===== config.mk =====
export PLATFORM = sky130hd
export DESIGN_NAME = cce_exec
export DESIGN_NICKNAME = d
export VERILOG_FILES = /design/src/common/cce_pkg.sv /design/src/hw/cce_cycle_timer.sv /design/src/hw/cce_exec.sv
export VERILOG_INCLUDE_DIRS = /design/src /design/src/common
export SDC_FILE = /design/constraint.sdc
export NUM_CORES = 1
export LEC_CHECK = 0
export BUFFER_PORTS_ARGS = -buffer_cell sky130_fd_sc_hd__buf_2
export CORE_UTILIZATION = 30
export CTS_CLUSTER_DIAMETER = 150
export CTS_CLUSTER_SIZE = 25
export DETAILED_ROUTE_END_ITERATION = 8
export PLACE_DENSITY = 0.5
export SETUP_SLACK_MARGIN = 0.3
export SLEW_MARGIN = 25
export SYNTH_ARGS = -nofsm -noshare
export SYNTH_HDL_FRONTEND = slang
export SYNTH_SLANG_ARGS = --single-unit
export TNS_END_PERCENT = 1

===== constraint.sdc =====
create_clock -name CORE_CLK -period 6.6 [get_ports CORE_CLK]
set_input_delay 0.66 -clock CORE_CLK [delete_from_list [all_inputs] [get_ports CORE_CLK]]
set_output_delay 0.66 -clock CORE_CLK [all_outputs]
set_load 0.005 [all_outputs]

===== src/common/cce_defines.svh =====
// Opcode, cycle-count and field-position constants for the call/clear/complement execution block.
`ifndef CCE_DEFINES_SVH
`define CCE_DEFINES_SVH
`define CCE_OPC_CALL_DIRECT 8'hD6
`define CCE_OPC_CALL_PAIR 8'hD4
`define CCE_OPC_CARRY_INVERT 8'hEF
`define CCE_OPC_ZERO_FILL_REG 8'hB0
`define CCE_OPC_ZERO_FILL_PTR 8'hB1
`define CCE_OPC_INVERT_REG 8'h60
`define CCE_OPC_INVERT_PTR 8'h61
`define CCE_OPC_EXIT 8'hAF
`define CCE_CYC_CALL 5'h14
`define CCE_CYC_SHORT 5'h06
`define CCE_CYC_EXIT 5'h0E
`define CCE_SP_STEP 16'h0002
`define CCE_WORK_NIBBLE 4'hE
`define CCE_WORK_BASE 4'h0
`define CCE_FLAG_C 7
`define CCE_FLAG_Z 6
`define CCE_FLAG_S 5
`define CCE_FLAG_V 4
`define CCE_SIGN_BIT 7
`endif


===== src/common/cce_pkg.sv =====
// Types shared by the call/clear/complement execution block.
package cce_pkg;
  typedef enum logic [3:0] {
    CCE_IDLE = 4'h0,
    CCE_FETCH_PTR = 4'h1,
    CCE_READ_OPND = 4'h2,
    CCE_WRITE_OPND = 4'h3,
    CCE_PUSH_HI = 4'h4,
    CCE_PUSH_LO = 4'h5,
    CCE_POP_HI = 4'h6,
    CCE_POP_LO = 4'h7,
    CCE_FINISH = 4'h8
  } cce_state_t;
  typedef enum logic [2:0] {
    CCE_K_NONE = 3'h0,
    CCE_K_CALL = 3'h1,
    CCE_K_CARRY = 3'h2,
    CCE_K_ZERO = 3'h3,
    CCE_K_INVERT = 3'h4,
    CCE_K_EXIT = 3'h5
  } cce_kind_t;
endpackage


===== src/hw/cce_cycle_timer.sv =====
// Down-counter that stretches each instruction to its documented cycle count.
module cce_cycle_timer #(
  parameter int WIDTH = 5
) (
  input wire logic clk,
  input wire logic rst,
  input wire logic load,
  input wire logic [WIDTH-1:0] count,
  output logic done
);
  logic [WIDTH-1:0] remaining;

  always_ff @(posedge clk or posedge rst) begin
    if (rst) begin
      remaining <= '0;
    end else if (load) begin
      remaining <= count - WIDTH'(1);
    end else if (remaining != '0) begin
      remaining <= remaining - WIDTH'(1);
    end
  end

  assign done = (remaining == '0) && !load;
endmodule


===== src/hw/cce_exec.sv =====
// Execution unit for procedure call/exit, carry invert, zero fill and bitwise invert.
`include "cce_defines.svh"

// Contract
// - Call: lower stack pointer by 2, push instruction pointer, then load destination.
// - D6 calls direct address, D4 calls via register pair; 20 cycles, flags kept.
// - Saved instruction pointer is the address following the call instruction.
// - Procedure exit pops the stack top into the instruction pointer.
// - EF inverts carry in 6 cycles; other flags unchanged.
// - B0/B1 write zero to destination in 6 cycles; flags unchanged.
// - 60/61 replace destination with its bitwise inverse in 6 cycles.
// - Inversion sets Z on zero, S from bit 7, clears V, keeps C/H/D.
// - Operand upper nibble E selects working register from the lower nibble.
module cce_exec (
  input wire logic CORE_CLK,
  input wire logic RESET,
  input wire logic START,
  input wire logic [7:0] OPCODE,
  input wire logic [7:0] OPERAND,
  input wire logic [15:0] DEST_ADDR,
  input wire logic [15:0] NEXT_IP,
  input wire logic [15:0] STACK_PTR_IN,
  input wire logic [7:0] FLAGS_IN,
  input wire logic [3:0] WORK_PTR,
  output logic BUSY,
  output logic DONE,
  output logic ILLEGAL,
  output logic REG_RD,
  output logic REG_WR,
  output logic [7:0] REG_ADDR,
  output logic [7:0] REG_WDATA,
  input wire logic [7:0] REG_RDATA,
  output logic STK_RD,
  output logic STK_WR,
  output logic [15:0] STK_ADDR,
  output logic [7:0] STK_WDATA,
  input wire logic [7:0] STK_RDATA,
  output logic IP_LOAD,
  output logic [15:0] IP_VALUE,
  output logic SP_LOAD,
  output logic [15:0] SP_VALUE,
  output logic FLAGS_LOAD,
  output logic [7:0] FLAGS_VALUE
);
  cce_pkg::cce_state_t state;
  cce_pkg::cce_state_t next_state;
  cce_pkg::cce_kind_t kind;
  logic indirect;
  logic [7:0] opnd;
  logic [7:0] target;
  logic [15:0] ret_addr;
  logic [15:0] dest;
  logic [15:0] sp;
  logic [7:0] pop_hi;
  logic timer_done;

  // Expands a short working-register operand; other values name a register directly.
  function automatic logic [7:0] resolve_reg(input logic [7:0] code, input logic [3:0] wp);
    resolve_reg = (code[7:4] == `CCE_WORK_NIBBLE) ? {wp, code[3:0]} : code;
  endfunction

  wire is_call_direct = (OPCODE == `CCE_OPC_CALL_DIRECT);
  wire is_call_pair = (OPCODE == `CCE_OPC_CALL_PAIR);
  wire is_carry = (OPCODE == `CCE_OPC_CARRY_INVERT);
  wire is_zero = (OPCODE == `CCE_OPC_ZERO_FILL_REG) || (OPCODE == `CCE_OPC_ZERO_FILL_PTR);
  wire is_invert = (OPCODE == `CCE_OPC_INVERT_REG) || (OPCODE == `CCE_OPC_INVERT_PTR);
  wire is_exit = (OPCODE == `CCE_OPC_EXIT);
  wire opc_ptr = OPCODE[0];
  wire accept = START && (state == cce_pkg::CCE_IDLE);
  wire known = is_call_direct || is_call_pair || is_carry || is_zero || is_invert || is_exit;
  wire [4:0] cycles = (is_call_direct || is_call_pair) ? `CCE_CYC_CALL :
    is_exit ? `CCE_CYC_EXIT : `CCE_CYC_SHORT;
  wire [7:0] inverted = ~REG_RDATA;
  wire [7:0] resolved = resolve_reg(OPERAND, WORK_PTR);
  wire [15:0] sp_lowered = STACK_PTR_IN - `CCE_SP_STEP;
  wire [7:0] pair_base = {target[7:1], 1'b0};

  cce_cycle_timer #(.WIDTH(5)) u_timer (
    .clk(CORE_CLK),
    .rst(RESET),
    .load(accept && known),
    .count(cycles),
    .done(timer_done)
  );

  always_comb begin
    next_state = state;
    unique case (state)
      cce_pkg::CCE_IDLE: begin
        if (accept && known) begin
          if (is_call_pair || ((is_zero || is_invert) && opc_ptr)) begin
            next_state = cce_pkg::CCE_FETCH_PTR;
          end else if (is_call_direct) begin
            next_state = cce_pkg::CCE_PUSH_HI;
          end else if (is_invert) begin
            next_state = cce_pkg::CCE_READ_OPND;
          end else if (is_zero) begin
            next_state = cce_pkg::CCE_WRITE_OPND;
          end else if (is_exit) begin
            next_state = cce_pkg::CCE_POP_HI;
          end else begin
            next_state = cce_pkg::CCE_FINISH;
          end
        end
      end
      cce_pkg::CCE_FETCH_PTR: begin
        if (kind == cce_pkg::CCE_K_CALL) begin
          next_state = indirect ? cce_pkg::CCE_PUSH_HI : cce_pkg::CCE_FETCH_PTR;
        end else begin
          next_state = (kind == cce_pkg::CCE_K_INVERT) ? cce_pkg::CCE_READ_OPND : cce_pkg::CCE_WRITE_OPND;
        end
      end
      cce_pkg::CCE_READ_OPND: next_state = cce_pkg::CCE_WRITE_OPND;
      cce_pkg::CCE_WRITE_OPND: next_state = cce_pkg::CCE_FINISH;
      cce_pkg::CCE_PUSH_HI: next_state = cce_pkg::CCE_PUSH_LO;
      cce_pkg::CCE_PUSH_LO: next_state = cce_pkg::CCE_FINISH;
      cce_pkg::CCE_POP_HI: next_state = cce_pkg::CCE_POP_LO;
      cce_pkg::CCE_POP_LO: next_state = cce_pkg::CCE_FINISH;
      cce_pkg::CCE_FINISH: next_state = timer_done ? cce_pkg::CCE_IDLE : cce_pkg::CCE_FINISH;
      default: next_state = cce_pkg::CCE_IDLE;
    endcase
  end

  always_ff @(posedge CORE_CLK or posedge RESET) begin
    if (RESET) begin
      state <= cce_pkg::CCE_IDLE;
    end else begin
      state <= next_state;
    end
  end

  // Operand capture; the pair fetch reads the high destination byte then the low.
  always_ff @(posedge CORE_CLK or posedge RESET) begin
    if (RESET) begin
      kind <= cce_pkg::CCE_K_NONE;
      indirect <= 1'b0;
      target <= 8'h00;
      ret_addr <= 16'h0000;
      dest <= 16'h0000;
      sp <= 16'h0000;
      opnd <= 8'h00;
      pop_hi <= 8'h00;
    end else if (accept) begin
      kind <= (is_call_direct || is_call_pair) ? cce_pkg::CCE_K_CALL : is_carry ? cce_pkg::CCE_K_CARRY :
        is_zero ? cce_pkg::CCE_K_ZERO : is_invert ? cce_pkg::CCE_K_INVERT :
        is_exit ? cce_pkg::CCE_K_EXIT : cce_pkg::CCE_K_NONE;
      indirect <= 1'b0;
      target <= resolved;
      ret_addr <= NEXT_IP;
      dest <= DEST_ADDR;
      sp <= is_exit ? STACK_PTR_IN : sp_lowered;
    end else begin
      if (state == cce_pkg::CCE_FETCH_PTR) begin
        indirect <= 1'b1;
        if (kind == cce_pkg::CCE_K_CALL) begin
          if (!indirect) begin
            dest[15:8] <= REG_RDATA;
          end else begin
            dest[7:0] <= REG_RDATA;
          end
        end else begin
          target <= REG_RDATA;
        end
      end
      if (state == cce_pkg::CCE_READ_OPND) begin
        opnd <= inverted;
      end
      if (state == cce_pkg::CCE_POP_HI) begin
        pop_hi <= STK_RDATA;
      end
    end
  end

  wire fetch_rd = (state == cce_pkg::CCE_FETCH_PTR);
  wire [7:0] fetch_addr = (kind == cce_pkg::CCE_K_CALL) ? (indirect ? pair_base + 8'h01 : pair_base) : target;
  wire [7:0] inv_flags = {FLAGS_IN[`CCE_FLAG_C], (opnd == 8'h00), opnd[`CCE_SIGN_BIT], 1'b0,
    FLAGS_IN[3:0]};
  wire [7:0] carry_flags = FLAGS_IN ^ (8'h01 << `CCE_FLAG_C);

  assign BUSY = (state != cce_pkg::CCE_IDLE);
  assign DONE = (state == cce_pkg::CCE_FINISH) && timer_done;
  assign ILLEGAL = START && (state == cce_pkg::CCE_IDLE) && !known;
  assign REG_RD = fetch_rd || (state == cce_pkg::CCE_READ_OPND);
  assign REG_ADDR = fetch_rd ? fetch_addr : target;

  // Data-bearing outputs other than REG_ADDR are registered so a consumer samples stable values.
  always_ff @(posedge CORE_CLK or posedge RESET) begin
    if (RESET) begin
      REG_WR <= 1'b0;
      REG_WDATA <= 8'h00;
      STK_RD <= 1'b0;
      STK_WR <= 1'b0;
      STK_ADDR <= 16'h0000;
      STK_WDATA <= 8'h00;
      IP_LOAD <= 1'b0;
      IP_VALUE <= 16'h0000;
      SP_LOAD <= 1'b0;
      SP_VALUE <= 16'h0000;
      FLAGS_LOAD <= 1'b0;
      FLAGS_VALUE <= 8'h00;
    end else begin
      REG_WR <= (state == cce_pkg::CCE_WRITE_OPND);
      REG_WDATA <= (kind == cce_pkg::CCE_K_INVERT) ? opnd : 8'h00;
      STK_RD <= (next_state == cce_pkg::CCE_POP_HI) || (next_state == cce_pkg::CCE_POP_LO);
      STK_WR <= (state == cce_pkg::CCE_PUSH_HI) || (state == cce_pkg::CCE_PUSH_LO);
      STK_ADDR <= (next_state == cce_pkg::CCE_POP_LO || state == cce_pkg::CCE_PUSH_LO) ? sp + 16'h0001 :
        (state == cce_pkg::CCE_PUSH_HI) ? sp : STACK_PTR_IN;
      STK_WDATA <= (state == cce_pkg::CCE_PUSH_HI) ? ret_addr[15:8] : ret_addr[7:0];
      SP_LOAD <= (state == cce_pkg::CCE_PUSH_HI) || (state == cce_pkg::CCE_POP_LO);
      SP_VALUE <= (state == cce_pkg::CCE_POP_LO) ? sp + `CCE_SP_STEP : sp;
      IP_LOAD <= (state == cce_pkg::CCE_PUSH_LO) || (state == cce_pkg::CCE_POP_LO);
      IP_VALUE <= (state == cce_pkg::CCE_POP_LO) ? {pop_hi, STK_RDATA} : dest;
      FLAGS_LOAD <= ((state == cce_pkg::CCE_WRITE_OPND) && (kind == cce_pkg::CCE_K_INVERT)) ||
        (accept && is_carry);
      FLAGS_VALUE <= (state == cce_pkg::CCE_WRITE_OPND) ? inv_flags : carry_flags;
    end
  end
endmodule


Yosys cells after proc, flatten, opt, wreduce, memory -nomap -nowiden
Index checks and enable logic that the tools add are counted.

Register bits: 163. Input port bits: 95. Logic and storage cells: 138.

Add/sub/neg operators: 6. Eq/ne operators: 23. Muxes and demuxes: 42. Bitwise operators: 3. Reductions and logical operators: 41.

Operators with widths (count): 16-bit 2-to-1 mux (8); 8-bit 2-to-1 mux (12); 8-bit equality test, second input constant (6); 4-bit 2-to-1 mux (8); 4-bit one-hot mux with 7 select lines (1); 4-bit by 3-bit equality test with 1-bit output, second input constant (6); 3-bit 2-to-1 mux (7); 16-bit by 1-bit adder with 16-bit output, second input constant (1); 16-bit by 2-bit adder with 16-bit output, second input constant (1); 8-bit by 7-bit equality test with 1-bit output, second input constant (2); 1-bit logical OR (16); 16-bit by 2-bit subtractor with 16-bit output, second input constant (1); 5-bit 2-to-1 mux (3); 5-bit by 1-bit subtractor with 5-bit output, second input constant (2); 8-bit by 1-bit adder with 8-bit output, second input constant (1); 4-bit by 2-bit equality test with 1-bit output, second input constant (2); 4-bit equality test, second input constant (2); 1-bit logical AND (8); 8-bit zero test (1); 8-bit NOT (1); 2-bit nonzero test (4); 2-bit AND reduction (3); 3-bit AND reduction (2); 5-bit zero test (1); 12 further kinds (16).

Logic depth before layout (Yosys ltp)
Word-level depth: 14. Mapped depth: 12. Depth with buffers taken out: 8.

Modules after synthesis
Synthesis repeated with hierarchy kept, for this count alone.

Cells, all modules: 763. Area total of the unflattened synthesis: 7487.2 um^2.

By module, submodules not included: cce_exec (instances 1, cells each 735, area each 7159.4 um^2); cce_cycle_timer (instances 1, cells each 28, area each 327.8 um^2).

Worst setup path after synthesis
Ideal clock, no wire load.

Path type: input port to output port. Start point: input OPCODE[7]. End point: output DONE. Arrival: 1942 ps. Required time: 5940 ps. Path slack: 3998 ps. Cell stages on the path: 5. Path buffers: 1. Path through: clkbuf_1 -> nor4bb_1 -> and3_1 -> o31ai_1 -> and3_1.

Word-level cells in the longest chain between the ends: 10.

RTL lines: start, declared (RTL line cce_exec.sv:18) `input wire logic [7:0] OPCODE,`; 8-bit equality test (no line); 1-bit logical OR (4 in series) (RTL line cce_exec.sv:70) `wire known = is_call_direct || is_call_pair || is_carry || is_zero || is_invert || is_exit;`; 1-bit logical OR * (RTL line cce_exec.sv:70); 1-bit logical AND * (RTL line cce_exec.sv:81) `.load(accept && known),`; 1-bit zero test * (RTL line cce_cycle_timer.sv:23) `assign done = (remaining == '0) && !load;`; 1-bit logical AND * (RTL line cce_cycle_timer.sv:23); 1-bit logical AND * (RTL line cce_exec.sv:181) `assign DONE = (state == cce_pkg::CCE_FINISH) && timer_done;`; end, declared (RTL line cce_exec.sv:26) `output logic DONE,`.

Mark *: on every way between the ends. The rest lies on a longest branch, timed or not.

Worst setup path in the final report
Start point: register state[0]. End point: output REG_ADDR[0].

Word-level cells in the longest chain between the ends: 2.

RTL lines: start, declared (RTL line cce_exec.sv:45) `cce_pkg::cce_state_t state;`; start signal, assigned (RTL line cce_exec.sv:126) `state <= cce_pkg::CCE_IDLE;`; start signal, assigned (RTL line cce_exec.sv:128) `state <= next_state;`; 4-bit by 1-bit equality test with 1-bit output (RTL line cce_exec.sv:174) `wire fetch_rd = (state == cce_pkg::CCE_FETCH_PTR);`; 8-bit 2-to-1 mux (RTL line cce_exec.sv:184) `assign REG_ADDR = fetch_rd ? fetch_addr : target;`; end, declared (RTL line cce_exec.sv:30) `output logic [7:0] REG_ADDR,`.

No other way between the ends.

==> summary.md <==
| Metric | Value |
|---|---|
| Status | `finished clean` |
| Synth area leaders | `dfrtp_1, nand2_1, o21ai_0` |
| CTS Buffer Depth | `2` |
| CP startpoint | `state[0]$_DFF_PP0_` |
| CP Cell Sequence | `nor4b_1 -> nand3_1 -> nand2_1 -> buf_2` |
| Die area | `25,500 um^2` |
| Worst ir drop on vdd | `0.243 mV` |
| M3 GR Usage | `0.0499` |
| Switching power | `0.00135 W` |
| Minimum clock period | `3120 ps` |
| Cell Int Power | `0.00245 W` |
| Number of synthesized flops with an enable pin | `0` |
| Global-route wire length before repair | `33,500 um` |
| Die X-Extent | `160 um` |
| # IOs | `185` |
| # resized after CTS | `0` |
| CTS tree | `done` |
| Largest net degree at the start of global routing | `89` |
| Synthesized Nets | `865` |
| Crit-path slowest cell | `dfrtp_1` |
| All-layer global routing usage | `0.169` |
| Initial antenna violation count | `4` |
| Mapped Area | `7460 um^2` |
| CP Buf/Inv Count | `1` |
| Initial DRC count | `303` |
| CTS Sinks | `163` |
| IO buf count | `184` |
| Root buffer cell | `clkbuf_16` |
| Clock latency at the later pin of the worst-skew pair | `430 ps` |
| Top cell type's share of synthesized area | `0.546` |
| RSZ-0062 raised after global routing | `no` |
| Total power per unit cell area | `414 nW/um^2` |
| Average routed wire per standard cell | `16.5 um` |
| Yosys Warn Count | `0` |
| Final WL | `20,800 um` |
| Worst-path clk slew | `60 ps` |
| CP Max Fanout | `17` |
| Vias | `6,073` |
| Final #Nets | `1,025` |
| M1 GR Usage | `0.226` |
| Met2 Use GR | `0.260` |
| Kind of critical path | `register to output pin` |
| TritonCTS Buffers | `17` |
| CTS Hold Bufs | `0` |
| Grt ovf | `0` |
| Setup_tns | `0 ps` |
| Crit-path max cell delay | `630 ps` |
| Global routing's busiest layer | `met2` |
| FF+latch area | `4080 um^2` |
| Period utilisation layout | `0.472` |
| Worst Path Arrival | `2460 ps` |
| Worst Min Path Start | `FLAGS_IN[0]` |
| Final ANT Viol Nets | `0` |
| Fin. max-slew vios | `0` |
| Required @ worst endpoint | `5940 ps` |
| Area grow syn2layout | `23.0%` |
| Synthesized instance count | `766` |
| Yosys cell types | `62` |
| Row cnt | `57` |
| P_leak | `4.36 nW` |
| Endpoint class of the critical path | `output pin` |
| Drc violations | `0` |
| FMAX | `321 MHz` |
| Transition time of the tightest slew-check pin | `974 ps` |
| Fraction of final layout cells sized beyond drive strength 1 | `0.267` |
| Ys async rst share | `1.00` |
| Sequential share of the synthesized area | `0.546` |
| Worst relative slew slack | `0.348` |
| Setup WS pre-CTS | `3720 ps` |
| HPWL after DPL | `14,800 um` |
| Avg Cell Area, Syn | `9.74 um^2` |
| Post-route setup slack | `3480 ps` |
| Number of fill cells | `2,575` |
| Multi-input gate area | `3120 um^2` |
| Leading area contributor after synthesis | `dfrtp_1` |
| CP top delay family | `simple AND/OR/NAND/NOR gates` |
| Sequential share of power | `0.445` |
| Maxcap violations | `0` |
| Hold WC Path Type | `input pin to register` |
| CTS H-tree lvls | `4` |
| Initial Utilization | `0.306` |
| Synth Register Bits | `163` |
| Number of global-route vias before repair | `6,012` |
| Ys flop type | `dfrtp_1` |
| Setup violators final | `0` |
| Buffer count from post-CTS setup fixing | `0` |
| Setup Skew | `13.0 ps` |
| Die height | `160 um` |
| Drt pass-1 iters | `5` |
| Reg-to-reg critical path startpoint | `state[3]$_DFF_PP0_` |
| Vias per std cell | `4.82` |
| CP Launch Type | `register` |
| Switching Fraction | `0.357` |
| Fin. Hold Viols | `0` |
| Core Area | `24,400 um^2` |
| Clk pwr share | `0.240` |
| Comb pwr share | `0.315` |
| Gpl congestion | `0.838` |
## per-stage QoR
stage / hold slack (ps) / cells / power (W) / utilization / area [um^2]
finish: 337 / 1261 / 0.00380 / 0.376 / 9180
global route: 316 / 1259 / 0.00411 / 0.376 / 9180
CTS: 318 / 1259 / 0.00386 / 0.376 / 9170
detailed placement: 450 / 1231 / 0.00293 / 0.354 / 8640
global placement: 445 / 1231 / 0.00292 / 0.354 / 8640
floorplan: 433 / 766 / 0.00245 / - / 7460
## placed cells by master, fill, tap and decap left out, drive strengths merged, types with 11 or more instances in the layout
master and instances:
nand3 16, nor2 35, a21oi 17, xnor2 16, a31oi 12, o21ai 59
clkbuf 18, mux2i 25, nand2 191, buf 193, and2 12, nand4 14
dfrtp 163, inv 11
## worst reg2reg max path, delay by kind of cell, from the launching register on
kind                   cells  cell delay [ps]
AOI/OAI and AO/OA          2              470
buffers and inverters      1              700
DFF                        1              520
and+or+nand+nor            2              890
## registers in the layout, indices dropped and copies added, names as in the netlist, 3 cells and up
signal,cells
u_timer.remaining,5
kind,3
dest,16
opnd,8
pop_hi,8
FLAGS_VALUE,8
IP_VALUE,16
target,8
state,4
ret_addr,16
REG_WDATA,8
STK_ADDR,16
STK_WDATA,8
sp,16
SP_VALUE,16
## power groups by stage
stage               clock, W  sequential, W  combinational [W]
floorplan                  0        0.00161           0.000836
global placement           0        0.00170            0.00122
detailed placement         0        0.00170            0.00122
CTS                 0.000945        0.00169            0.00123
global route        0.000984        0.00175            0.00138
finish              0.000912        0.00169            0.00120
## cells in the mapped netlist (all sizes together) (3+ instances only)
| master | n |
|---|---|
| o21ai | 59 |
| mux2 | 10 |
| a21oi | 17 |
| or3 | 10 |
| o41ai | 3 |
| o211ai | 6 |
| xor2 | 6 |
| nor2b | 6 |
| o311ai | 4 |
| nor3 | 8 |
| and4 | 4 |
| nand2b | 4 |
| nand3 | 16 |
| o221a | 6 |
| o22ai | 4 |
| ha | 4 |
| a31oi | 12 |
| xnor2 | 16 |
| or4b | 3 |
| nand2 | 191 |
| or4 | 7 |
| o21a | 3 |
| a211oi | 3 |
| mux2i | 25 |
| dfrtp | 163 |
| nor3b | 4 |
| and3 | 8 |
| o211a | 3 |
| and2 | 12 |
| nand4b | 3 |
| nand4 | 14 |
| clkbuf | 35 |
| nor4 | 5 |
| o31ai | 6 |
| nor4b | 4 |
| buf | 17 |
| nor2 | 35 |
| inv | 11 |
## logic make-up (layout without fill, tap and decap cells)
logic type	Yosys count	after routing	synth area share
AO/OA/AOI/OAI	136	136	0.116
XOR/XNOR	22	22	0.0258
adder cells (fa/ha/maj)	4	4	0.00670
buffers and inverters	63	232	0.0364
flip-flops	163	163	0.546
multiplexers	35	35	0.0486
other	0	2	0
AND/OR/NAND/NOR	343	343	0.220
## worst paths after layout
| path | end | slack (ps) | cells past startpoint |
|---|---|---|---|
| max in group asynchronous | opnd[4]$_DFFE_PP0P_ | 5020 | 3 |
| hold reg to reg | STK_WDATA[7]$_DFF_PP0_ | 460 | 2 |
| min in group asynchronous | STK_WDATA[3]$_DFF_PP0_ | 380 | 2 |
| setup reg to reg | target[7]$_DFFE_PP0P_ | 3940 | 5 |
| hold / removal | FLAGS_VALUE[0]$_DFF_PP0_ | 340 | 1 |
| setup / recovery | REG_ADDR[0] | 3480 | 4 |
## layout make-up
class                           instances  share of cell area
Clock buffer                           18              0.0478
Sequential cell                       163               0.444
Clock inverter                         10             0.00981
Multi-Input combinational cell        540               0.340
Inverter                               11             0.00504
Tap cell                              324              0.0442
Timing Repair Buffer                  193               0.108
Antenna cell                            2            0.000545
## per-layer routing
layer	vias to the layer above	part of all wire
li1	2976	-
met1	2878	0.47
met2	192	0.45
met3	23	0.063
met4	4	0.016
met5	-	0.00086
Power figures use the tool's default switching activity.
